`src/rtl/htrr_pkg.sv`:
```
package htrr_pkg;
    // byte offsets of the register port
    localparam logic [7:0] HTRR_ADDR_RUN      = 8'h21;
    localparam logic [7:0] HTRR_ADDR_START    = 8'h22;
    localparam logic [7:0] HTRR_ADDR_HALT     = 8'h23;
    localparam logic [7:0] HTRR_ADDR_ACTIVITY = 8'h24;
    localparam logic [7:0] HTRR_ADDR_TEMP     = 8'h30;
    localparam logic [7:0] HTRR_ADDR_HUM      = 8'h33;
    localparam logic [7:0] HTRR_ADDR_IRQ_STAT = 8'h40;
    localparam logic [7:0] HTRR_ADDR_IRQ_CLR  = 8'h41;
    localparam logic [7:0] HTRR_ADDR_IRQ_EN   = 8'h42;
    // bit positions in stop/start/run/status bytes
    localparam int HTRR_BIT_T = 0;
    localparam int HTRR_BIT_H = 1;
    // result field layout
    localparam int HTRR_VALID_BIT = 16;
    localparam int HTRR_CRC_LSB   = 17;
    localparam logic [7:0] HTRR_RESET_BYTE = 8'h00;
    // crc-7 polynomial (x^7+x^3+1) and seed
    localparam logic [6:0] HTRR_CRC_POLY = 7'h09;
    localparam logic [6:0] HTRR_CRC_INIT = 7'h7f;
    // conversion time of one measurement
    localparam int HTRR_CONV_US     = 100;
    localparam int HTRR_CLK_MHZ     = 40;
    localparam int HTRR_CONV_CYCLES = HTRR_CONV_US * HTRR_CLK_MHZ;
endpackage : htrr_pkg

```
`src/rtl/htrr_regs.sv`:
```
// Added by the designer: the strobed register port.
`timescale 1ns/1ps
// What this block does
// - writing one to the humidity stop bit ends a continuous humidity run.
// - writing one to the temperature stop bit ends a continuous temperature run.
// - a zero in either stop bit leaves that sensor alone.
// - activity bit 1 reads one while humidity is measuring.
// - activity bit 0 reads one while temperature is measuring; both reset to zero.
// - temperature result bits 23:17 hold a crc-7 over valid flag and data.
// - temperature result bit 16 is one only when the data are valid.
// - temperature result bits 15:0 hold the latest reading, little endian, 1/64 K.
// - humidity result bits 23:17 hold a crc-7 over valid flag and data.
// - humidity result bit 16 is one only when the data are valid.
// - humidity result bits 15:0 hold the latest reading, little endian, 1/512 %RH.
// - reading the first byte of a result latches all three bytes into a shadow.
// - a one in a start bit begins a measurement; a zero does nothing.
// - run bits pick single shot at zero and continuous at one, resetting to zero.
module htrr_regs
(
    input  wire logic        clk,
    input  wire logic        reset,
    input  wire logic [7:0]  addr,
    input  wire logic [7:0]  wdata,
    input  wire logic        wr,
    input  wire logic        rd,
    input  wire logic [15:0] temp_sample,
    input  wire logic        temp_ok,
    input  wire logic [15:0] hum_sample,
    input  wire logic        hum_ok,
    output logic [7:0]       rdata_q,
    output logic             irq_q
);
    logic [1:0]  run_q;
    logic [1:0]  irq_stat_q;
    logic [1:0]  irq_en_q;
    logic [23:0] t_shadow_q;
    logic [23:0] h_shadow_q;
    logic [1:0]  busy;
    logic [1:0]  done;
    logic [23:0] t_res;
    logic [23:0] h_res;
    logic [7:0]  rdata_d;

    wire wr_run   = wr && (addr == htrr_pkg::HTRR_ADDR_RUN);
    wire wr_start = wr && (addr == htrr_pkg::HTRR_ADDR_START);
    wire wr_halt  = wr && (addr == htrr_pkg::HTRR_ADDR_HALT);
    wire wr_clr   = wr && (addr == htrr_pkg::HTRR_ADDR_IRQ_CLR);
    wire wr_en    = wr && (addr == htrr_pkg::HTRR_ADDR_IRQ_EN);
    wire [1:0] start_v = wr_start ? wdata[1:0] : 2'b00;
    wire [1:0] halt_v  = wr_halt ? wdata[1:0] : 2'b00;
    // a read or write of the first byte latches the result into its shadow
    wire t_latch = (rd || wr) && (addr == htrr_pkg::HTRR_ADDR_TEMP);
    wire h_latch = (rd || wr) && (addr == htrr_pkg::HTRR_ADDR_HUM);
    wire [1:0] irq_stat_d = done | (irq_stat_q & ~(wr_clr ? wdata[1:0] : 2'b00));   // set beats clear

    htrr_sensor_chan u_temp
    (
        .clk        (clk),
        .reset      (reset),
        .start      (start_v[htrr_pkg::HTRR_BIT_T]),
        .halt       (halt_v[htrr_pkg::HTRR_BIT_T]),
        .continuous (run_q[htrr_pkg::HTRR_BIT_T]),
        .sample     (temp_sample),
        .sample_ok  (temp_ok),
        .busy_q     (busy[htrr_pkg::HTRR_BIT_T]),
        .done_q     (done[htrr_pkg::HTRR_BIT_T]),
        .result_q   (t_res)
    );

    htrr_sensor_chan u_hum
    (
        .clk        (clk),
        .reset      (reset),
        .start      (start_v[htrr_pkg::HTRR_BIT_H]),
        .halt       (halt_v[htrr_pkg::HTRR_BIT_H]),
        .continuous (run_q[htrr_pkg::HTRR_BIT_H]),
        .sample     (hum_sample),
        .sample_ok  (hum_ok),
        .busy_q     (busy[htrr_pkg::HTRR_BIT_H]),
        .done_q     (done[htrr_pkg::HTRR_BIT_H]),
        .result_q   (h_res)
    );

    // byte lanes of a result: little endian, shadow for bytes 1 and 2
    always_comb
    begin
        rdata_d = 8'h00;
        unique case (addr)
            htrr_pkg::HTRR_ADDR_RUN:          rdata_d = {6'b00_0000, run_q};
            htrr_pkg::HTRR_ADDR_ACTIVITY:     rdata_d = {6'b00_0000, busy};
            htrr_pkg::HTRR_ADDR_TEMP:         rdata_d = t_res[7:0];
            htrr_pkg::HTRR_ADDR_TEMP + 8'h01: rdata_d = t_shadow_q[15:8];
            htrr_pkg::HTRR_ADDR_TEMP + 8'h02: rdata_d = t_shadow_q[23:16];
            htrr_pkg::HTRR_ADDR_HUM:          rdata_d = h_res[7:0];
            htrr_pkg::HTRR_ADDR_HUM + 8'h01:  rdata_d = h_shadow_q[15:8];
            htrr_pkg::HTRR_ADDR_HUM + 8'h02:  rdata_d = h_shadow_q[23:16];
            htrr_pkg::HTRR_ADDR_IRQ_STAT:     rdata_d = {6'b00_0000, irq_stat_q};
            htrr_pkg::HTRR_ADDR_IRQ_EN:       rdata_d = {6'b00_0000, irq_en_q};
            default:                          rdata_d = 8'h00;
        endcase
    end

    always_ff @(posedge clk)
    begin
        if (reset)
        begin
            run_q      <= 2'b00;
            irq_stat_q <= 2'b00;
            irq_en_q   <= 2'b00;
            irq_q      <= 1'b0;
            rdata_q    <= htrr_pkg::HTRR_RESET_BYTE;
            t_shadow_q <= 24'h00_0000;
            h_shadow_q <= 24'h00_0000;
        end
        else
        begin
            if (wr_run)
                run_q <= wdata[1:0];
            if (wr_en)
                irq_en_q <= wdata[1:0];
            irq_stat_q <= irq_stat_d;
            irq_q      <= |(irq_stat_d & (wr_en ? wdata[1:0] : irq_en_q));
            rdata_q    <= rd ? rdata_d : 8'h00;
            if (t_latch)
                t_shadow_q <= t_res;
            if (h_latch)
                h_shadow_q <= h_res;
        end
    end
endmodule : htrr_regs

```
`src/rtl/htrr_sensor_chan.sv`:
```
`timescale 1ns/1ps
module htrr_sensor_chan
(
    input  wire logic        clk,
    input  wire logic        reset,
    input  wire logic        start,
    input  wire logic        halt,
    input  wire logic        continuous,
    input  wire logic [15:0] sample,
    input  wire logic        sample_ok,
    output logic             busy_q,
    output logic             done_q,
    output logic [23:0]      result_q
);
    localparam logic [12:0] CONV_LAST = 13'(htrr_pkg::HTRR_CONV_CYCLES - 1);

    logic [12:0] cnt_q;
    wire         finish = busy_q && (cnt_q == CONV_LAST);

    function automatic logic [6:0] crc7(input logic [16:0] din);
        logic [6:0] c;
        logic       fb;
        c = htrr_pkg::HTRR_CRC_INIT;
        for (int i = 16; i >= 0; i--)
        begin
            fb = c[6] ^ din[i];
            c  = {c[5:0], 1'b0} ^ (fb ? htrr_pkg::HTRR_CRC_POLY : 7'h00);
        end
        return c;
    endfunction : crc7

    wire [16:0] payload = {sample_ok, sample};

    always_ff @(posedge clk)
    begin
        if (reset)
        begin
            busy_q   <= 1'b0;
            cnt_q    <= '0;
            done_q   <= 1'b0;
            result_q <= 24'h00_0000;
        end
        else
        begin
            done_q <= finish;
            if (halt && continuous)
                busy_q <= 1'b0;
            else if (start && !busy_q)
                busy_q <= 1'b1;
            else if (finish && !continuous)
                busy_q <= 1'b0;
            cnt_q <= (!busy_q || finish) ? 13'h0000 : cnt_q + 13'h0001;
            if (finish)
                result_q <= {crc7(payload), payload};
        end
    end
endmodule : htrr_sensor_chan

```
`config.mk`:
```
export PLATFORM = sky130hd
export DESIGN_NAME = htrr_regs
export DESIGN_NICKNAME = d
export VERILOG_FILES = /design/src/rtl/htrr_pkg.sv /design/src/rtl/htrr_regs.sv /design/src/rtl/htrr_sensor_chan.sv
export SDC_FILE = /design/constraint.sdc
export NUM_CORES = 1
export LEC_CHECK = 0
export BUFFER_PORTS_ARGS = -buffer_cell sky130_fd_sc_hd__buf_2
export CELL_PAD_IN_SITES_DETAIL_PLACEMENT = 0
export CELL_PAD_IN_SITES_GLOBAL_PLACEMENT = 2
export CORE_ASPECT_RATIO = 1.1
export CORE_MARGIN = 8
export CORE_UTILIZATION = 38
export CTS_CLUSTER_DIAMETER = 200
export DETAILED_ROUTE_END_ITERATION = 12
export PLACE_DENSITY = 0.95
export SLEW_MARGIN = 20
export SYNTH_ARGS = -nofsm -noshare
export SYNTH_HDL_FRONTEND = slang
export SYNTH_HIERARCHICAL = 1
export SYNTH_SLANG_ARGS = --single-unit
```
`constraint.sdc`:
```
create_clock -name clk -period 3.5 [get_ports clk]
set_input_delay 0.175 -clock clk [delete_from_list [all_inputs] [get_ports clk]]
set_output_delay 0.175 -clock clk [all_outputs]
set_load 0.01 [all_outputs]
```
# After elaboration in Yosys (flattened, before gate mapping)
# Cells that the tools add are included.
# classes
add_sub_neg	2
eq_ne	15
muxes	43
bitwise_logic	71
n_reduce_logical	30
# op_table
cell	n
$xor A7 B7 Y7	32
$mux W4	34
$eq A8 B6 Y1 const B	10
$pmux W8 S10	1
$xor A1 B1 Y1	32
$add A13 B1 Y13 const B	2
$eq A13 B12 Y1 const B	2
$eq A8 B7 Y1 const B	3
$logic_and A1 B1 Y1	15
$not A6 Y6	2
$reduce_or A2 Y1	6
$mux W2	4
$and A2 B2 Y2	2
$logic_not A1 Y1	4
$mux W1	4
$reduce_bool A2 Y1	2
$logic_or A1 B1 Y1	3
$not A2 Y2	1
$or A2 B2 Y2	1
$not A1 Y1	1
# totals
reg_bits	141
in_bits	54
out_inout_bits	9
elab_cells	176

# Depth between registers and ports, before layout
# logic_depth
ltp_word	50
mapped_depth	8
depth_no_buf	7

# Cells and area by module
# The synthesis kept the hierarchy.
# by_module_without_submodules
module	n_inst	cells_each	area_each_um2
htrr_regs	1	263	2184.6
htrr_sensor_chan at u_hum	1	200	1828.0
htrr_sensor_chan at u_temp	1	203	1778.0

# Worst setup path before layout
# Ideal clock, no wire load.
# synth_timing
path_kind	register to register
startpoint	register u_temp.cnt_q[6]
endpoint	register u_temp.result_q[0]
setup_ps	132
t_arrival_ps	1542
t_required_ps	3368
path_slack_ps	1826
stages_incl_launch_ff	7
path_buffers	2
period_less_slack_ps	1674
path_cell_list	dfxtp_1 -> or3_4 -> or4_4 -> buf_6 -> buf_6 -> nand2_1 -> a21oi_1
# synth_via
elab_chain_cells	2
# synth_lines
element	line_no	text
start, declared	htrr_sensor_chan.sv:17	logic [12:0] cnt_q;
start signal, assigned	htrr_sensor_chan.sv:52	cnt_q <= (!busy_q || finish) ? 13'h0000 : cnt_q + 13'h0001;
$eq A13 B12 Y1	htrr_sensor_chan.sv:18	wire finish = busy_q && (cnt_q == CONV_LAST);
$logic_and A1 B1 Y1	htrr_sensor_chan.sv:18	
end signal, assigned	htrr_sensor_chan.sv:54	result_q <= {crc7(payload), payload};
end, declared	htrr_sensor_chan.sv:13	output logic [23:0] result_q
# No other way between the ends.
# A chain may end at the register's enable or synchronous reset.

# Final worst setup path
# layout_timing
startpoint	register u_hum.cnt_q[6]
endpoint	register u_hum.result_q[19]
# layout_via
elab_chain_cells	2
# layout_lines
element	line_no
start, declared	htrr_sensor_chan.sv:17
start signal, assigned	htrr_sensor_chan.sv:52
$eq A13 B12 Y1	htrr_sensor_chan.sv:18
$logic_and A1 B1 Y1	htrr_sensor_chan.sv:18
end signal, assigned	htrr_sensor_chan.sv:54
end, declared	htrr_sensor_chan.sv:13
# No other way between the ends.

==> run_summary.xml <==
<?xml version="1.0" encoding="UTF-8"?>
<metrics>
  <group name="cts">
    <metric name="clkTransAtPathRegs" unit="ns">0.06</metric>
    <metric name="post_cts.resized_instances" unit="">0</metric>
    <metric name="cts_sinks" unit="">125</metric>
    <metric name="buffer_levels_on_the_longest_clock_path" unit="">2</metric>
    <metric name="clock_tree_from_tritoncts" unit="">done</metric>
    <metric name="cts_setup_buffers" unit="">0</metric>
    <metric name="cts.root.buffer_cell" unit="">sky130_fd_sc_hd__clkbuf_16</metric>
    <metric name="number_of_buffers_created_by_cts" unit="">17</metric>
    <metric name="post_cts_hold_buffer_count" unit="">0</metric>
    <metric name="htreeDepth" unit="">4</metric>
    <metric name="clock_insertion_delay_at_the_later_pin_of_the_skew_report" unit="ns">0.41</metric>
  </group>
  <group name="finish">
    <metric name="antenna_cells_inserted" unit="">0</metric>
    <metric name="layout.cells.non_filler" unit="">917</metric>
    <metric name="finish.utilization" unit="">0.450</metric>
    <metric name="mostFrequentLayoutCells" unit="">sky130_fd_sc_hd__nand2_1, sky130_fd_sc_hd__dfxtp_1, sky130_fd_sc_hd__a21oi_1, sky130_fd_sc_hd__buf_2, sky130_fd_sc_hd__nor2_1</metric>
    <metric name="mostFrequentLayoutCell" unit="">sky130_fd_sc_hd__nand2_1</metric>
    <metric name="drive_above_1_share" unit="">0.201</metric>
    <metric name="layout.filler_cells" unit="">1503</metric>
    <metric name="finish.net_count" unit="">764</metric>
    <metric name="areaGrowthSynthToFinish" unit="%">16.6</metric>
  </group>
  <group name="floorplanning">
    <metric name="initial_core_util" unit="">0.386</metric>
    <metric name="ios" unit="">63</metric>
    <metric name="placement_rows" unit="">47</metric>
    <metric name="fp.dieH" unit="um">145</metric>
    <metric name="floorplan.die_area" unit="mm^2">0.0194</metric>
    <metric name="core" unit="mm^2">0.0150</metric>
    <metric name="dieWidth" unit="um">134</metric>
  </group>
  <group name="grt">
    <metric name="grt_pass1_wl" unit="um">23000</metric>
    <metric name="globalRouteOverflowTotal" unit="">0</metric>
    <metric name="grtUsageTotal" unit="">0.146</metric>
    <metric name="grt_antenna_before_repair" unit="">0</metric>
    <metric name="grt_max_degree" unit="">39</metric>
    <metric name="number_of_global_route_vias_before_repair" unit="">4712</metric>
  </group>
  <group name="yosys">
    <metric name="postSynthAreaPerCell" unit="um^2">8.69</metric>
    <metric name="syn_nets" unit="">722</metric>
    <metric name="async_reset_ff_frac" unit="">0</metric>
    <metric name="netlist-cell-type-count" unit="">62</metric>
    <metric name="synth.largest_area_cell" unit="">sky130_fd_sc_hd__dfxtp_1</metric>
    <metric name="synth.yosys.warnings" unit="">6</metric>
    <metric name="mappedNetlistArea" unit="mm^2">0.00579</metric>
    <metric name="portion_of_the_post_synthesis_area_used_by_sequential_elements" unit="">0.432</metric>
    <metric name="synth_edf_count" unit="">0</metric>
    <metric name="yosys.area.top_type_share" unit="">0.432</metric>
    <metric name="postSynthRegisterBits" unit="">125</metric>
    <metric name="synth_area_leaders" unit="">sky130_fd_sc_hd__dfxtp_1, sky130_fd_sc_hd__nand2_1, sky130_fd_sc_hd__a21oi_1, sky130_fd_sc_hd__xnor2_1, sky130_fd_sc_hd__nor2_1</metric>
    <metric name="synth_ff_type" unit="">sky130_fd_sc_hd__dfxtp_1</metric>
    <metric name="post_synth_inst_count" unit="">666</metric>
  </group>
  <group name="critical_path">
    <metric name="rr_worst_depth" unit="">5</metric>
    <metric name="critPathArrivalTime" unit="ns">2.52</metric>
    <metric name="path_cells" unit="">or4b_4 &gt; nor3_1 &gt; nand2_1 &gt; nand2_1 &gt; a21oi_2</metric>
    <metric name="worstSetupEndpoint" unit="">u_hum/result_q[19]</metric>
    <metric name="critical-path-slowest-cell" unit="">sky130_fd_sc_hd__or4b_4</metric>
    <metric name="crit_path_max_fanout" unit="">23</metric>
    <metric name="worst_setup_path_start_kind" unit="">flip-flop</metric>
    <metric name="crit_path_frequent_cell" unit="">sky130_fd_sc_hd__nand2_1</metric>
    <metric name="worst_path_dominant_cell_family" unit="">simple AND/OR/NAND/NOR gates</metric>
    <metric name="r2r_setup_slack" unit="ns">1.27</metric>
    <metric name="startpoint" unit="">u_hum/cnt_q[6]</metric>
    <metric name="crit_cells" unit="">5</metric>
    <metric name="setup.worst_path.end_class" unit="">flip-flop</metric>
    <metric name="worstReg2RegStart" unit="">u_hum/cnt_q[6]</metric>
    <metric name="timing.critical_path.slowest_cell_delay" unit="ns">0.57</metric>
    <metric name="crit_type" unit="">flip-flop to flip-flop</metric>
    <metric name="cp_num_buf_inv" unit="">0</metric>
    <metric name="cp_data_required_time" unit="ns">3.79</metric>
    <metric name="critical_path.reg2reg.endpoint" unit="">u_hum/result_q[19]</metric>
  </group>
  <group name="placement">
    <metric name="dp_cells" unit="">885</metric>
    <metric name="place.gp.congestion" unit="">0.846</metric>
    <metric name="port-buffer-count" unit="">56</metric>
    <metric name="detailedPlacementHpwl" unit="um">10500</metric>
  </group>
  <group name="timing">
    <metric name="timing.setup.tns" unit="ns">0</metric>
    <metric name="report.final.setup_viol" unit="">0</metric>
    <metric name="final-hold-violation-count" unit="">0</metric>
    <metric name="grt_setup_unrepaired" unit="">no</metric>
    <metric name="tightest_slew" unit="ns">0.890</metric>
    <metric name="timing.final.crit_period" unit="ns">2.23</metric>
    <metric name="slew_violations" unit="">0</metric>
    <metric name="fmax" unit="GHz">0.448</metric>
    <metric name="final_skew" unit="ns">0.00601</metric>
    <metric name="worst_slew_margin_relative_to_its_limit" unit="">0.405</metric>
    <metric name="final.period_utilization" unit="">0.637</metric>
  </group>
  <group name="route">
    <metric name="finalWirelength" unit="um">13900</metric>
    <metric name="via_count" unit="">4710</metric>
    <metric name="drc_errors" unit="">0</metric>
    <metric name="route.detailed.wl_per_inst" unit="um">15.2</metric>
    <metric name="drtAntennaViolNets" unit="">0</metric>
    <metric name="vias_per_cell" unit="">5.14</metric>
    <metric name="drt_iter0_drc" unit="">306</metric>
    <metric name="drt-pass1-iter-count" unit="">5</metric>
  </group>
  <group name="flow_run">
    <metric name="max_cap_viol_count" unit="">0</metric>
  </group>
  <group name="power">
    <metric name="power-per-cell-area" unit="mW/mm^2">539</metric>
    <metric name="irDropWorstVdd" unit="V">0.000307</metric>
    <metric name="leakage" unit="nW">2.23</metric>
    <metric name="power" unit="W">0.00364</metric>
  </group>
  <group name="outcome">
    <metric name="run_status" unit="">complete, no violations</metric>
  </group>
  <group name="hold_path">
    <metric name="min_path_type" unit="">input pin to flip-flop</metric>
  </group>
</metrics>
## where the power goes
| part | leakage [nW] | internal [W] | switching [W] | total, W |
|---|---|---|---|---|
| registers | 1.01 | 0.00142 | 0.000000116 | 0.00142 |
| logic | 0.911 | 0.000144 | 0.000155 | 0.000299 |
| clock network | 0.316 | 0.00128 | 0.000637 | 0.00192 |
| total | 2.23 | 0.00285 | 0.000792 | 0.00364 |
## metrics by stage
stage / hold slack (ns) / worst slack [ns] / cell area (um^2)
after floorplan: 0.309 / 1.83 / 5790
after global placement: 0.441 / 1.40 / 6100
after detailed placement: 0.448 / 1.27 / 6100
after CTS: 0.0142 / 1.25 / 6750
after global routing: 0.0342 / 1.11 / 6750
final: 0.0336 / 1.27 / 6750
## worst reg2reg max path, cell delays in order, from the launching register on
cell,delay (ns)
sky130_fd_sc_hd__dfxtp_1,0.34
sky130_fd_sc_hd__or4b_4,0.57
sky130_fd_sc_hd__nor3_1,0.32
sky130_fd_sc_hd__nand2_1,0.53
sky130_fd_sc_hd__nand2_1,0.29
sky130_fd_sc_hd__a21oi_2,0.07
## layout make-up
type,instances,area (um^2),area share
multi-input cells,498,3030,0.448
flip-flops and latches,125,2500,0.371
clock inverters,14,215,0.0319
repair buffers,58,295,0.0437
inverters,8,30.0,0.00445
clock buffers,18,439,0.0650
well taps,196,245,0.0363
## cells in the mapped netlist, types with 2 or more instances
cell type                   instances
sky130_fd_sc_hd__a211oi_1           4
sky130_fd_sc_hd__a211oi_2           3
sky130_fd_sc_hd__a21oi_1           76
sky130_fd_sc_hd__a21oi_2           16
sky130_fd_sc_hd__a222oi_1          11
sky130_fd_sc_hd__a22oi_1            4
sky130_fd_sc_hd__a31oi_1            3
sky130_fd_sc_hd__a32o_1             2
sky130_fd_sc_hd__and2_1            10
sky130_fd_sc_hd__and4_1             2
sky130_fd_sc_hd__buf_2              9
sky130_fd_sc_hd__buf_4              6
sky130_fd_sc_hd__buf_6              8
sky130_fd_sc_hd__clkbuf_1          10
sky130_fd_sc_hd__dfxtp_1          125
sky130_fd_sc_hd__ha_1               2
sky130_fd_sc_hd__inv_1              8
sky130_fd_sc_hd__mux2i_1            2
sky130_fd_sc_hd__nand2_1          168
sky130_fd_sc_hd__nand2_2            7
sky130_fd_sc_hd__nand3_1           18
sky130_fd_sc_hd__nand4_1            3
sky130_fd_sc_hd__nand4bb_1          2
sky130_fd_sc_hd__nor2_1            46
sky130_fd_sc_hd__nor3_1             6
sky130_fd_sc_hd__nor4_1             3
sky130_fd_sc_hd__nor4b_2            3
sky130_fd_sc_hd__o21ai_0            5
sky130_fd_sc_hd__o21ai_2            2
sky130_fd_sc_hd__or2_2              2
sky130_fd_sc_hd__or3_1              3
sky130_fd_sc_hd__or3b_2             2
sky130_fd_sc_hd__or4b_4             2
sky130_fd_sc_hd__xnor2_1           42
sky130_fd_sc_hd__xnor2_2            3
sky130_fd_sc_hd__xnor3_1            4
sky130_fd_sc_hd__xnor3_2            2
sky130_fd_sc_hd__xor2_1            18
## flip-flops by register name (all words and copies together) (netlist names)
register         count
u_hum/result_q      24
t_shadow_q          16
u_hum/busy_q         1
run_q                2
u_hum/done_q         1
irq_en_q             2
u_temp/done_q        1
u_temp/busy_q        1
irq_q                1
rdata_q              8
u_temp/result_q     24
h_shadow_q          16
u_temp/cnt_q        13
irq_stat_q           2
u_hum/cnt_q         13
## routing by layer
layer,vias up,GRT usage,routed length [um]
met5,-,0,0
met4,0,0.0579,181
met3,21,0.0363,603
met2,87,0.249,6960
met1,2245,0.171,6190
li1,2357,-,-
## worst min path at each step
stage	slack (ns)	to	start	cells after the start
after global routing	0.03	u_temp/result_q[7]	temp_sample[7]	3
after floorplan	0.31	u_hum/result_q[16]	hum_ok	2
after CTS	0.01	u_temp/result_q[7]	temp_sample[7]	3
after global placement	0.44	u_temp/cnt_q[0]	u_temp/cnt_q[0]	1
final	0.03	u_temp/result_q[7]	temp_sample[7]	3
after detailed placement	0.45	u_temp/result_q[18]	u_temp/result_q[18]	2
## cell families after synthesis
logic type | synth area share
compound gates | 0.155
xor+xnor | 0.123
fa+ha+maj | 0.00432
buf+inv | 0.0452
flops | 0.432
mux | 0.00540
simple gates | 0.235
Note: power is estimated with default switching activity, not from simulation.
